`src/common/bridge_reset_pkg.sv`:
```
package bridge_reset_pkg;

  // Inaccessible window after upstream reset release, in upstream clocks
  localparam int unsigned POST_RESET_INACCESSIBLE_LOG2 = 25;
  localparam int unsigned POST_RESET_INACCESSIBLE_TIME = 2 ** POST_RESET_INACCESSIBLE_LOG2;
  localparam int unsigned HOLD_CNT_W = POST_RESET_INACCESSIBLE_LOG2 + 1;

  // Bus widths
  localparam int unsigned AD_W = 32;
  localparam int unsigned CBE_W = 4;
  localparam int unsigned CLKOUT_N = 16;
  localparam int unsigned DOWN_GNT_W = 8;
  localparam int unsigned BUF_FLUSH_N = 2;

  // Upstream command encodings
  localparam logic [3:0] CMD_INT_ACK = 4'h0;
  localparam logic [3:0] CMD_SPECIAL = 4'h1;
  localparam logic [3:0] CMD_IO_READ = 4'h2;

  // Downstream clock divider: counter reloads CLK_DIV_LAST on each tick, so the clock enable fires every cycle
  localparam logic [3:0] CLK_DIV_LAST = 4'h0;

  typedef enum logic [1:0] {
    ACC_RESET,
    ACC_WAIT,
    ACC_OPEN
  } access_state_e;

endpackage : bridge_reset_pkg

```
`src/bridge_reset_clock_control.sv`:
```
// Contract
// - Upstream reset tri-states every PCI interface at once
// - Upstream reset returns all registers to defaults
// - Upstream reset edges may be fully asynchronous
// - No access until 2^25 clocks after release
// - Both downstream resets follow upstream reset
// - Software bit holds downstream reset until cleared
// - Asserted downstream reset tri-states that port's control and grant lines
// - Downstream reset edges may be asynchronous
// - Drive address, byte enables, parity low; code drives them only while downstream reset is on and upstream reset is off
// - Downstream reset flushes posted and delayed buffers
// - Software-only downstream reset keeps bridge accessible
// - Downstream logic clocked from upstream-derived clock
// - Sixteen downstream clock outputs from upstream clock
// - Configuration accepted only from upstream bus
// - Ignore interrupt acknowledge and special cycles
// - Claim I/O read only inside window
`timescale 1ns/10ps
`default_nettype none

module bridge_reset_clock_control (
  // Clock and upstream reset
  input wire logic ref_clk,
  input wire logic arst_n,
  // Software control and configuration decode
  input wire logic down1_soft_reset,
  input wire logic down2_soft_reset,
  input wire logic upstream_config_req,
  input wire logic down1_config_req,
  input wire logic down2_config_req,
  input wire logic upstream_cmd_valid,
  input wire logic [3:0] upstream_command_byte_enables,
  input wire logic io_addr_in_window,
  // Downstream reset pins, open drain
  input wire logic down1_reset_n_in,
  input wire logic down2_reset_n_in,
  output logic down1_reset_n_out,
  output logic down1_reset_n_oe,
  output logic down2_reset_n_out,
  output logic down2_reset_n_oe,
  // Upstream interface drive control
  output logic upstream_drive_en,
  output logic upstream_accessible,
  output logic config_accept,
  output logic io_claim,
  output logic io_forward,
  // Downstream port 1
  output logic [bridge_reset_pkg::AD_W-1:0] down1_address_data,
  output logic [bridge_reset_pkg::CBE_W-1:0] down1_command_byte_enables,
  output logic down1_parity,
  output logic down1_bus_oe,
  output logic down1_ctrl_oe,
  output logic [bridge_reset_pkg::DOWN_GNT_W-1:0] down1_grant_oe,
  // Downstream port 2
  output logic [bridge_reset_pkg::AD_W-1:0] down2_address_data,
  output logic [bridge_reset_pkg::CBE_W-1:0] down2_command_byte_enables,
  output logic down2_parity,
  output logic down2_bus_oe,
  output logic down2_ctrl_oe,
  output logic [bridge_reset_pkg::DOWN_GNT_W-1:0] down2_grant_oe,
  // Buffer flush and downstream clocks
  output logic [bridge_reset_pkg::BUF_FLUSH_N-1:0] buffer_flush,
  output logic down_clk_en,
  output logic [bridge_reset_pkg::CLKOUT_N-1:0] downstream_clock_outputs
);

  parameter int unsigned HOLD_CYCLES = bridge_reset_pkg::POST_RESET_INACCESSIBLE_TIME;

  //////////////////////////////////////////////////////////////////////////////
  // Reset release synchroniser: assert at once, release after two edges
  logic [1:0] rst_sync_q;
  logic rst_int_n;

  always_ff @(posedge ref_clk or negedge arst_n) begin
    if (!arst_n) begin
      rst_sync_q <= 2'h0;
    end else begin
      rst_sync_q <= {rst_sync_q[0], 1'b1};
    end
  end
  assign rst_int_n = rst_sync_q[1];

  //////////////////////////////////////////////////////////////////////////////
  // Downstream reset pin synchronisers; pins are open drain and may be
  // pulled low by another agent, so we watch the wire, not our drive
  logic [1:0] d1_pin_sync_q;
  logic [1:0] d2_pin_sync_q;

  always_ff @(posedge ref_clk or negedge arst_n) begin
    if (!arst_n) begin
      d1_pin_sync_q <= 2'h0;
      d2_pin_sync_q <= 2'h0;
    end else begin
      d1_pin_sync_q <= {d1_pin_sync_q[0], down1_reset_n_in};
      d2_pin_sync_q <= {d2_pin_sync_q[0], down2_reset_n_in};
    end
  end

  //////////////////////////////////////////////////////////////////////////////
  // Post-release inaccessibility counter
  bridge_reset_pkg::access_state_e acc_q, acc_d;
  logic [bridge_reset_pkg::HOLD_CNT_W-1:0] hold_cnt_q, hold_cnt_d;

  always_comb begin
    acc_d = acc_q;
    hold_cnt_d = hold_cnt_q;
    case (acc_q)
      bridge_reset_pkg::ACC_RESET: begin
        acc_d = bridge_reset_pkg::ACC_WAIT;
        hold_cnt_d = '0;
      end
      bridge_reset_pkg::ACC_WAIT: begin
        hold_cnt_d = hold_cnt_q + 1'b1;
        if (hold_cnt_q == HOLD_CYCLES[bridge_reset_pkg::HOLD_CNT_W-1:0] - 1'b1) begin
          acc_d = bridge_reset_pkg::ACC_OPEN;
        end
      end
      default: begin
        acc_d = bridge_reset_pkg::ACC_OPEN;
      end
    endcase
  end

  always_ff @(posedge ref_clk or negedge rst_int_n) begin
    if (!rst_int_n) begin
      acc_q <= bridge_reset_pkg::ACC_RESET;
      hold_cnt_q <= '0;
    end else begin
      acc_q <= acc_d;
      hold_cnt_q <= hold_cnt_d;
    end
  end

  //////////////////////////////////////////////////////////////////////////////
  // Downstream reset requests and command decode, registered
  logic d1_rst_q, d1_rst_d;
  logic d2_rst_q, d2_rst_d;
  logic open_d;
  logic cfg_d, claim_d;
  logic cfg_q, claim_q;
  logic div_tick;
  logic [3:0] div_q, div_d;
  logic clk_en_q;
  logic open_q;

  always_comb begin
    // Software bit only; the wire is sensed separately, so our own drive
    // read back through the pin cannot hold the request on by itself
    d1_rst_d = down1_soft_reset;
    d2_rst_d = down2_soft_reset;
    // Soft downstream reset leaves the upstream side open
    open_d = (acc_q == bridge_reset_pkg::ACC_OPEN);
    // Downstream configuration requests are never honoured
    cfg_d = open_d && upstream_config_req;
    claim_d = 1'b0;
    if (open_d && upstream_cmd_valid) begin
      if (upstream_command_byte_enables == bridge_reset_pkg::CMD_INT_ACK) begin
        claim_d = 1'b0;
      end else if (upstream_command_byte_enables == bridge_reset_pkg::CMD_SPECIAL) begin
        claim_d = 1'b0;
      end else if (upstream_command_byte_enables == bridge_reset_pkg::CMD_IO_READ) begin
        claim_d = io_addr_in_window;
      end
    end
    div_tick = (div_q == bridge_reset_pkg::CLK_DIV_LAST);
    // Reload on the tick; with the last count at zero the enable fires every cycle
    div_d = div_tick ? bridge_reset_pkg::CLK_DIV_LAST : div_q - 1'b1;
  end

  always_ff @(posedge ref_clk or negedge rst_int_n) begin
    if (!rst_int_n) begin
      d1_rst_q <= 1'b1;
      d2_rst_q <= 1'b1;
      cfg_q <= 1'b0;
      claim_q <= 1'b0;
      open_q <= 1'b0;
      div_q <= bridge_reset_pkg::CLK_DIV_LAST;
      clk_en_q <= 1'b0;
    end else begin
      d1_rst_q <= d1_rst_d;
      d2_rst_q <= d2_rst_d;
      cfg_q <= cfg_d;
      claim_q <= claim_d;
      open_q <= open_d;
      div_q <= div_d;
      clk_en_q <= div_tick;
    end
  end

  //////////////////////////////////////////////////////////////////////////////
  // Outputs: reset flops take the upstream reset directly so tri-state
  // acts at once, without waiting for the release synchroniser
  logic d1_hold_q, d1_hold_d;
  logic d2_hold_q, d2_hold_d;
  logic d1_bus_q, d1_bus_d;
  logic d2_bus_q, d2_bus_d;
  logic [bridge_reset_pkg::BUF_FLUSH_N-1:0] flush_q, flush_d;
  logic up_drv_q, up_drv_d;
  logic d1_line, d2_line;

  // Our drive follows only upstream reset and the software bit, never the
  // wire, so the open-drain readback cannot latch the reset on forever
  always_comb begin
    d1_hold_d = !rst_int_n || d1_rst_q;
    d2_hold_d = !rst_int_n || d2_rst_q;
    // Line asserted by anyone, our own readback included
    d1_line = d1_rst_q || !d1_pin_sync_q[1];
    d2_line = d2_rst_q || !d2_pin_sync_q[1];
    d1_bus_d = rst_int_n && d1_line;
    d2_bus_d = rst_int_n && d2_line;
    flush_d = {!rst_int_n || d2_line, !rst_int_n || d1_line};
    up_drv_d = rst_int_n;
  end

  always_ff @(posedge ref_clk or negedge arst_n) begin
    if (!arst_n) begin
      d1_hold_q <= 1'b1;
      d2_hold_q <= 1'b1;
      d1_bus_q <= 1'b0;
      d2_bus_q <= 1'b0;
      flush_q <= '1;
      up_drv_q <= 1'b0;
    end else begin
      d1_hold_q <= d1_hold_d;
      d2_hold_q <= d2_hold_d;
      d1_bus_q <= d1_bus_d;
      d2_bus_q <= d2_bus_d;
      flush_q <= flush_d;
      up_drv_q <= up_drv_d;
    end
  end

  // Resets drive the wire low; downstream data held low, control released
  assign down1_reset_n_out = 1'b0;
  assign down2_reset_n_out = 1'b0;
  assign down1_reset_n_oe = d1_hold_q;
  assign down2_reset_n_oe = d2_hold_q;
  assign upstream_drive_en = up_drv_q;
  assign upstream_accessible = open_q;
  assign config_accept = cfg_q;
  assign io_claim = claim_q;
  assign io_forward = claim_q;
  assign down1_address_data = '0;
  assign down1_command_byte_enables = '0;
  assign down1_parity = 1'b0;
  assign down2_address_data = '0;
  assign down2_command_byte_enables = '0;
  assign down2_parity = 1'b0;
  // Data lines are driven low only while the port is in reset and upstream reset is released; idle otherwise
  assign down1_bus_oe = d1_bus_q;
  assign down2_bus_oe = d2_bus_q;
  assign down1_ctrl_oe = 1'b0;
  assign down2_ctrl_oe = 1'b0;
  assign down1_grant_oe = '0;
  assign down2_grant_oe = '0;
  assign buffer_flush = flush_q;
  assign down_clk_en = clk_en_q;
  // Clock outputs follow the enable pulse; no PLL in this block
  assign downstream_clock_outputs = {bridge_reset_pkg::CLKOUT_N{clk_en_q}};

  //////////////////////////////////////////////////////////////////////////////
  // Checks
  logic [bridge_reset_pkg::HOLD_CNT_W-1:0] chk_cnt_q;
  always_ff @(posedge ref_clk or negedge rst_int_n) begin
    if (!rst_int_n) begin
      chk_cnt_q <= '0;
    end else if (!open_q) begin
      chk_cnt_q <= chk_cnt_q + 1'b1;
    end
  end

  a_early_access: assert property (@(posedge ref_clk) disable iff (!arst_n)
    open_q |-> chk_cnt_q >= HOLD_CYCLES[bridge_reset_pkg::HOLD_CNT_W-1:0])
    else $error("bridge opened before hold time");
  a_down_rst_follow: assert property (@(posedge ref_clk) disable iff (!arst_n)
    !rst_int_n |=> down1_reset_n_oe && down2_reset_n_oe)
    else $error("downstream reset not held during upstream reset");
  a_soft_reset_hold: assert property (@(posedge ref_clk) disable iff (!rst_int_n)
    down1_soft_reset ##1 down1_soft_reset |=> down1_reset_n_oe)
    else $error("soft reset not driven on port 1");
  a_no_self_latch: assert property (@(posedge ref_clk) disable iff (!rst_int_n)
    !down1_soft_reset ##1 !down1_soft_reset |=> !down1_reset_n_oe)
    else $error("port 1 reset drive stuck after soft bit cleared");
  a_pin_reset_flush: assert property (@(posedge ref_clk) disable iff (!rst_int_n)
    !d2_pin_sync_q[1] |=> buffer_flush[1])
    else $error("port 2 buffers not flushed");
  a_data_low: assert property (@(posedge ref_clk) disable iff (!arst_n)
    down1_reset_n_oe && upstream_drive_en |-> down1_bus_oe && down1_address_data == '0)
    else $error("port 1 data not driven low in reset");
  a_soft_open: assert property (@(posedge ref_clk) disable iff (!rst_int_n)
    upstream_accessible && upstream_config_req && (down1_soft_reset || down2_soft_reset)
    |=> upstream_accessible && config_accept)
    else $error("bridge closed by soft reset");
  a_no_special: assert property (@(posedge ref_clk) disable iff (!arst_n)
    upstream_cmd_valid && upstream_command_byte_enables[3:1] == 3'h0 |=> !io_claim)
    else $error("special or ack command claimed");
  a_io_window: assert property (@(posedge ref_clk) disable iff (!rst_int_n)
    open_d && upstream_cmd_valid && upstream_command_byte_enables == bridge_reset_pkg::CMD_IO_READ
    |=> io_claim == $past(io_addr_in_window))
    else $error("I/O claim mismatches window");
  a_no_down_cfg: assert property (@(posedge ref_clk) disable iff (!arst_n)
    !upstream_config_req |=> !config_accept)
    else $error("configuration accepted without upstream request");
  a_down_cfg_refused: assert property (@(posedge ref_clk) disable iff (!arst_n)
    (down1_config_req || down2_config_req) && !upstream_config_req |=> !config_accept)
    else $error("downstream configuration accepted");

  c_soft_reset: cover property (@(posedge ref_clk) disable iff (!rst_int_n)
    open_q && down1_soft_reset ##2 down1_reset_n_oe);
  c_opened: cover property (@(posedge ref_clk) disable iff (!rst_int_n) $rose(open_q));
  c_io_claim: cover property (@(posedge ref_clk) disable iff (!rst_int_n) io_claim);
  // Foreign agent holds port 2 in reset while we do not drive it
  c_pin_reset: cover property (@(posedge ref_clk) disable iff (!rst_int_n)
    !d2_pin_sync_q[1] && !down2_reset_n_oe ##1 buffer_flush[1]);

endmodule : bridge_reset_clock_control

`default_nettype wire

```
`config.mk`:
```
export PLATFORM = sky130hd
export DESIGN_NAME = bridge_reset_clock_control
export DESIGN_NICKNAME = d
export VERILOG_FILES = /design/src/common/bridge_reset_pkg.sv /design/src/bridge_reset_clock_control.sv
export SDC_FILE = /design/constraint.sdc
export NUM_CORES = 1
export LEC_CHECK = 0
export ABC_AREA = 1
export ABC_CLOCK_PERIOD_IN_PS = 2900
export BUFFER_PORTS_ARGS = -buffer_cell sky130_fd_sc_hd__buf_2
export CORE_AREA = 4 4 90 101
export CTS_CLUSTER_SIZE = 10
export DETAILED_ROUTE_END_ITERATION = 16
export DIE_AREA = 0 0 94 105
export PLACE_DENSITY = 0.68
export SKIP_CTS_REPAIR_TIMING = 1
export SLEW_MARGIN = 20
export SYNTH_ARGS = -nofsm -noshare
export SYNTH_HDL_FRONTEND = slang
export SYNTH_SLANG_ARGS = --single-unit
```
`constraint.sdc`:
```
create_clock -name ref_clk -period 2.9 [get_ports ref_clk]
set_input_delay 0.29 -clock ref_clk [delete_from_list [all_inputs] [get_ports ref_clk]]
set_output_delay 0.29 -clock ref_clk [all_outputs]
set_load 0.01 [all_outputs]
```
-- Word level (Yosys, flattened, before mapping)
Cells that the tools add are included.
- register bits: 51
- input bits: 15
- output and inout port bits: 122
- add/subtract/negate cells: 2
- equality and inequality tests: 6
- muxes and demuxes: 8
- reduce and logical (&&, ||, !) cells: 17
- operators by type and width (kind ; number):
    $pmux W26 S2 ; 1
    $add A26 B1 Y26 const B ; 1
    $eq A26 B25 Y1 const B ; 1
    $logic_not A4 Y1 ; 2
    $logic_or A1 B1 Y1 ; 6
    $eq A4 B1 Y1 const B ; 1
    $eq A4 B2 Y1 const B ; 1
    $logic_and A1 B1 Y1 ; 4
    $mux W1 ; 4
    $mux W4 ; 1
    $pmux W2 S2 ; 1
    $sub A4 B1 Y4 const B ; 1
    $logic_not A1 Y1 ; 3
    $eq A2 B1 Y1 const B ; 1
    $eq A2 B2 Y1 const B ; 1
    $logic_not A2 Y1 ; 1
    $mux W2 ; 1
    $ne A2 B2 Y1 const B ; 1
    $reduce_bool A2 Y1 ; 1

-- Depth between registers and ports, before layout
- word-level depth: 5
- gate-level depth with buffers: 9
- depth with buffers taken out: 9

-- Worst setup path after synthesis
OpenSTA, ideal clock, no wires.
- kind: register to register
- start point: register rst_sync_q[1]
- end point: register d1_bus_q (netlist: down1_bus_oe)
- arrival: 1.470 ns
- data required time: 2.820 ns
- setup slack: 1.350 ns
- stages on the path, launching flop included: 3
- buffers on the path: 0
- period minus slack after synthesis: 1.550 ns
- cell sequence: dfrtp_1 inv_1 a21oi_1
- cells in the longest elaborated chain, start to end: 1
- RTL lines (element ; line ; RTL):
    from (decl) ; bridge_reset_clock_control.sv:71 ; logic [1:0] rst_sync_q;
    from (signal assigned) ; bridge_reset_clock_control.sv:78 ; rst_sync_q <= {rst_sync_q[0], 1'b1};
    $logic_and A1 B1 Y1 ; bridge_reset_clock_control.sv:209 ; d1_bus_d = rst_int_n && d1_line;
    named net d1_bus_d ; bridge_reset_clock_control.sv:195 ; logic d1_bus_q, d1_bus_d;
    to (signal assigned) ; bridge_reset_clock_control.sv:226 ; d1_bus_q <= d1_bus_d;
    to (decl) ; bridge_reset_clock_control.sv:195 ;
The timed path passes the listed nets, and every way through them passes these cells.
A chain may end at the register's enable or synchronous reset.

-- Final worst setup path
- start point: register acc_q[1]
- end point: register hold_cnt_q[9] (netlist bit)
- cells in the longest elaborated chain, start to end: 2
- elaborated cells between the ends (all ways): 4
- RTL lines (element ; line ; RTL):
    from (decl) ; bridge_reset_clock_control.sv:101 ; bridge_reset_pkg::access_state_e acc_q, acc_d;
    from (signal assigned) ; bridge_reset_clock_control.sv:126 ; acc_q <= bridge_reset_pkg::ACC_RESET;
    $eq A2 B1 Y1 / $logic_not A2 Y1 (equally long branches) ; bridge_reset_clock_control.sv:107 ; case (acc_q)
    $pmux W26 S2 / $reduce_bool A2 Y1 (equally long branches) ; n/a ;
    to (signal assigned) ; bridge_reset_clock_control.sv:130 ; hold_cnt_q <= hold_cnt_d;
    to (decl) ; bridge_reset_clock_control.sv:102 ; logic [bridge_reset_pkg::HOLD_CNT_W-1:0] hold_cnt_q, hold_cnt_d;
Parallel ways exist; a longest one is shown, timed or not.

==> flow_metrics.env <==
export IMPL_cts_buffers=5
export IMPL_antenna_found_initial=0
export IMPL_grt_pass1_vias=1965
export IMPL_slowest_stage="dfrtp_1"
export IMPL_die_x_um=94
export IMPL_grt_pass1_wl_mm=8.58
export IMPL_synth_seq_area_share_pct=40.8
export IMPL_p_leak_nw=1.65
export IMPL_worstPathMaxFanout=22
export IMPL_synth_compound_area_share_pct=5.52
export IMPL_setup_viol=0
export IMPL_insertedDiodeCount=0
export IMPL_cts_tree="built"
export IMPL_holdWs_ps=75.6
export IMPL_syn_area_um2=3150
export IMPL_drive_gt1_share_pct=17.1
export IMPL_slew_headroom_pct=56.2
export IMPL_grt_start_max_net_pins=37
export IMPL_area_growth_pct=-1.19
export IMPL_p_total_mw=1.26
export IMPL_ys_ff_latch=51
export IMPL_rows=35
export IMPL_wl_per_cell_um=9.77
export IMPL_cp_top_family="flip-flops"
export IMPL_cts_sinks=51
export IMPL_grtUsageTotal_pct=10.7
export IMPL_fill_cells=836
export IMPL_cts_root_buf="clkbuf_8"
export IMPL_htreeDepth=2
export IMPL_synth_edf_count=0
export IMPL_die_area_um2=9870
export IMPL_avgViaCountPerCell=4.08
export IMPL_max_stage_delay_ps=520
export IMPL_rsz0062_at_grt="false"
export IMPL_synth_simple_gate_area_share_pct=22.6
export IMPL_critPathLaunchType="register"
export IMPL_grt_overflow=0
export IMPL_clock_latency_ps=300
export IMPL_core_um2=8150
export IMPL_critPathCaptureType="register"
export IMPL_detail_route_antenna_nets=0
export IMPL_path_cells="nor2_1, inv_1, o21ai_1, a2bb2oi_1"
export IMPL_final_util_pct=38.2
export IMPL_initial_utilization_pct=38.6
export IMPL_min_period_ps=1620
export IMPL_critPathRequiredTime_ps=3130
export IMPL_synth_xor_area_share_pct=0
export IMPL_vias=2173
export IMPL_p_per_area_nw_per_um2=406
export IMPL_clock_path_buffers=2
export IMPL_path_buf_inv=1
export IMPL_async_flop_share_pct=100
export IMPL_arrival_ps=1850
export IMPL_synth_ff_type="dfrtp_1"
export IMPL_drt_wl_total_mm=5.20
export IMPL_synth_fa_ha_area_share_pct=0.397
export IMPL_max_cap_violations=0
export IMPL_ys_types=25
export IMPL_syn_inst=391
export IMPL_status="finished clean"
export IMPL_nets=436
export IMPL_worst_pin_slew_ps=656
export IMPL_dieHeight_um=105
export IMPL_hp_class="in -> reg"
export IMPL_ir_drop_mv=0.205
export IMPL_drc=0
export IMPL_port_buffers=40
export IMPL_path_clk_slew_ps=100
export IMPL_first_iter_violations=108
export IMPL_setup_tns_ps=0
export IMPL_io_pins=137
export IMPL_avgSynthCellArea_um2=8.05
export IMPL_dp_hpwl_mm=4.16
export IMPL_fin_worst_skew_ps=6.29
export IMPL_finalMaxSlewViolations=0
export IMPL_synth_warning_count=0
export IMPL_hold_viol=0
export IMPL_synth_top_family_by_area="buffers and inverters"
export IMPL_gp_congestion=0.845
export IMPL_drtPass1Iterations=4
export IMPL_fin_crit_sh_pct=56.0
export IMPL_max_freq_mhz=616
export IMPL_crit_type="reg -> reg"
export IMPL_muxShareOfSynthArea_pct=0
[sequential cells by signal, indices dropped and copies added (netlist names)]
register             count
rst_sync_q               2
d2_pin_sync_q            2
down1_reset_n_oe         1
d1_rst_q                 1
buffer_flush             2
d2_rst_q                 1
acc_q                    2
io_claim                 1
d1_pin_sync_q            2
config_accept            1
down_clk_en              1
down1_bus_oe             1
div_q                    4
upstream_drive_en        1
down2_reset_n_oe         1
down2_bus_oe             1
hold_cnt_q              26
upstream_accessible      1
[cell usage in the layout, fill, tap and decap left out, types with 2 or more instances in the layout]
cell type,netlist,layout
a21oi_1,19,19
and2_1,2,2
buf_2,2,40
clkbuf_8,0,5
conb_1,2,95
dfrtp_1,45,45
dfstp_2,6,6
inv_1,28,28
inv_8,0,2
nand2_1,68,68
nand2_2,5,5
nand3_1,17,17
nand4_1,3,3
nor2_1,51,51
nor2_2,4,4
nor2_4,5,5
nor3_1,4,4
o21a_1,2,2
o21ai_0,8,8
o21ai_1,3,3
[logic make-up (layout without fill, tap and decap cells)]
group                    after synthesis  in the layout
buffers and inverters                143             80
AO/OA/AOI/OAI                         33             33
adder cells (fa/ha/maj)                1              1
flip-flops                            51             51
AND/OR/NAND/NOR                      161            161
other                                  2             95
[path summary, 6_finish.rpt]
kind	from	to	slack, ps	cells past startpoint
min	down2_soft_reset	d2_rst_q	80	1
max in group asynchronous	rst_sync_q[1]	hold_cnt_q[8]	2060	1
max	acc_q[1]	hold_cnt_q[9]	1280	4
min in group asynchronous	rst_sync_q[1]	d2_rst_q	350	0
min reg2reg	rst_sync_q[1]	d2_rst_q	350	0
max reg2reg	acc_q[1]	hold_cnt_q[9]	1280	4
[stage by stage]
stage	cells	setup WS, ps	instance area, um^2
finish	532	1280	3110
global route	532	1090	3110
CTS	531	1270	3100
detailed placement	523	1290	3000
global placement	523	1330	3000
floorplan	484	1350	3500
[where the power goes]
group	switching (mW)	total, mW	internal (mW)
logic	0.0785	0.0908	0.0124
clock network	0.259	0.444	0.185
registers	0.00435	0.729	0.724
[synthesized netlist by cell type (2+ instances only)]
cell / instances / share of area (%)
nor2_4: 5 / 1.8
dfrtp_1: 45 / 36
nand2_1: 68 / 8.1
a21oi_1: 19 / 3.0
dfstp_2: 6 / 5.0
and2_1: 2 / 0.40
buf_2: 2 / 0.32
nand4_1: 3 / 0.60
buf_4: 111 / 26
o21a_1: 2 / 0.48
nor3_1: 4 / 0.64
conb_1: 2 / 0.24
nor2_1: 51 / 6.1
inv_1: 28 / 3.3
nand2_2: 5 / 0.99
o21ai_0: 8 / 1.3
o21ai_1: 3 / 0.48
nor2_2: 4 / 0.79
nand3_1: 17 / 2.7
[area by class of cell]
class                           instances  area (um^2)  share of cell area, %
Clock inverter                          3         31.3                   1.01
Tap cell                              111          139                   4.47
Multi-Input combinational cell        290         1250                   40.3
Clock buffer                            5         68.8                   2.21
Inverter                               30          115                   3.70
Timing Repair Buffer                   42          218                   7.00
Sequential cell                        51         1280                   41.3
[layer usage]
layer	part of all wire [%]	wire length (um)	GRT usage, %	vias to the layer above
li1	-	-	-	1066
met5	0	0	0	-
met1	37	1940	11.9	994
met3	9.2	477	2.38	9
met4	1.8	93	3.82	0
met2	52	2690	19.5	104
Note: power is estimated with default switching activity, not from simulation.
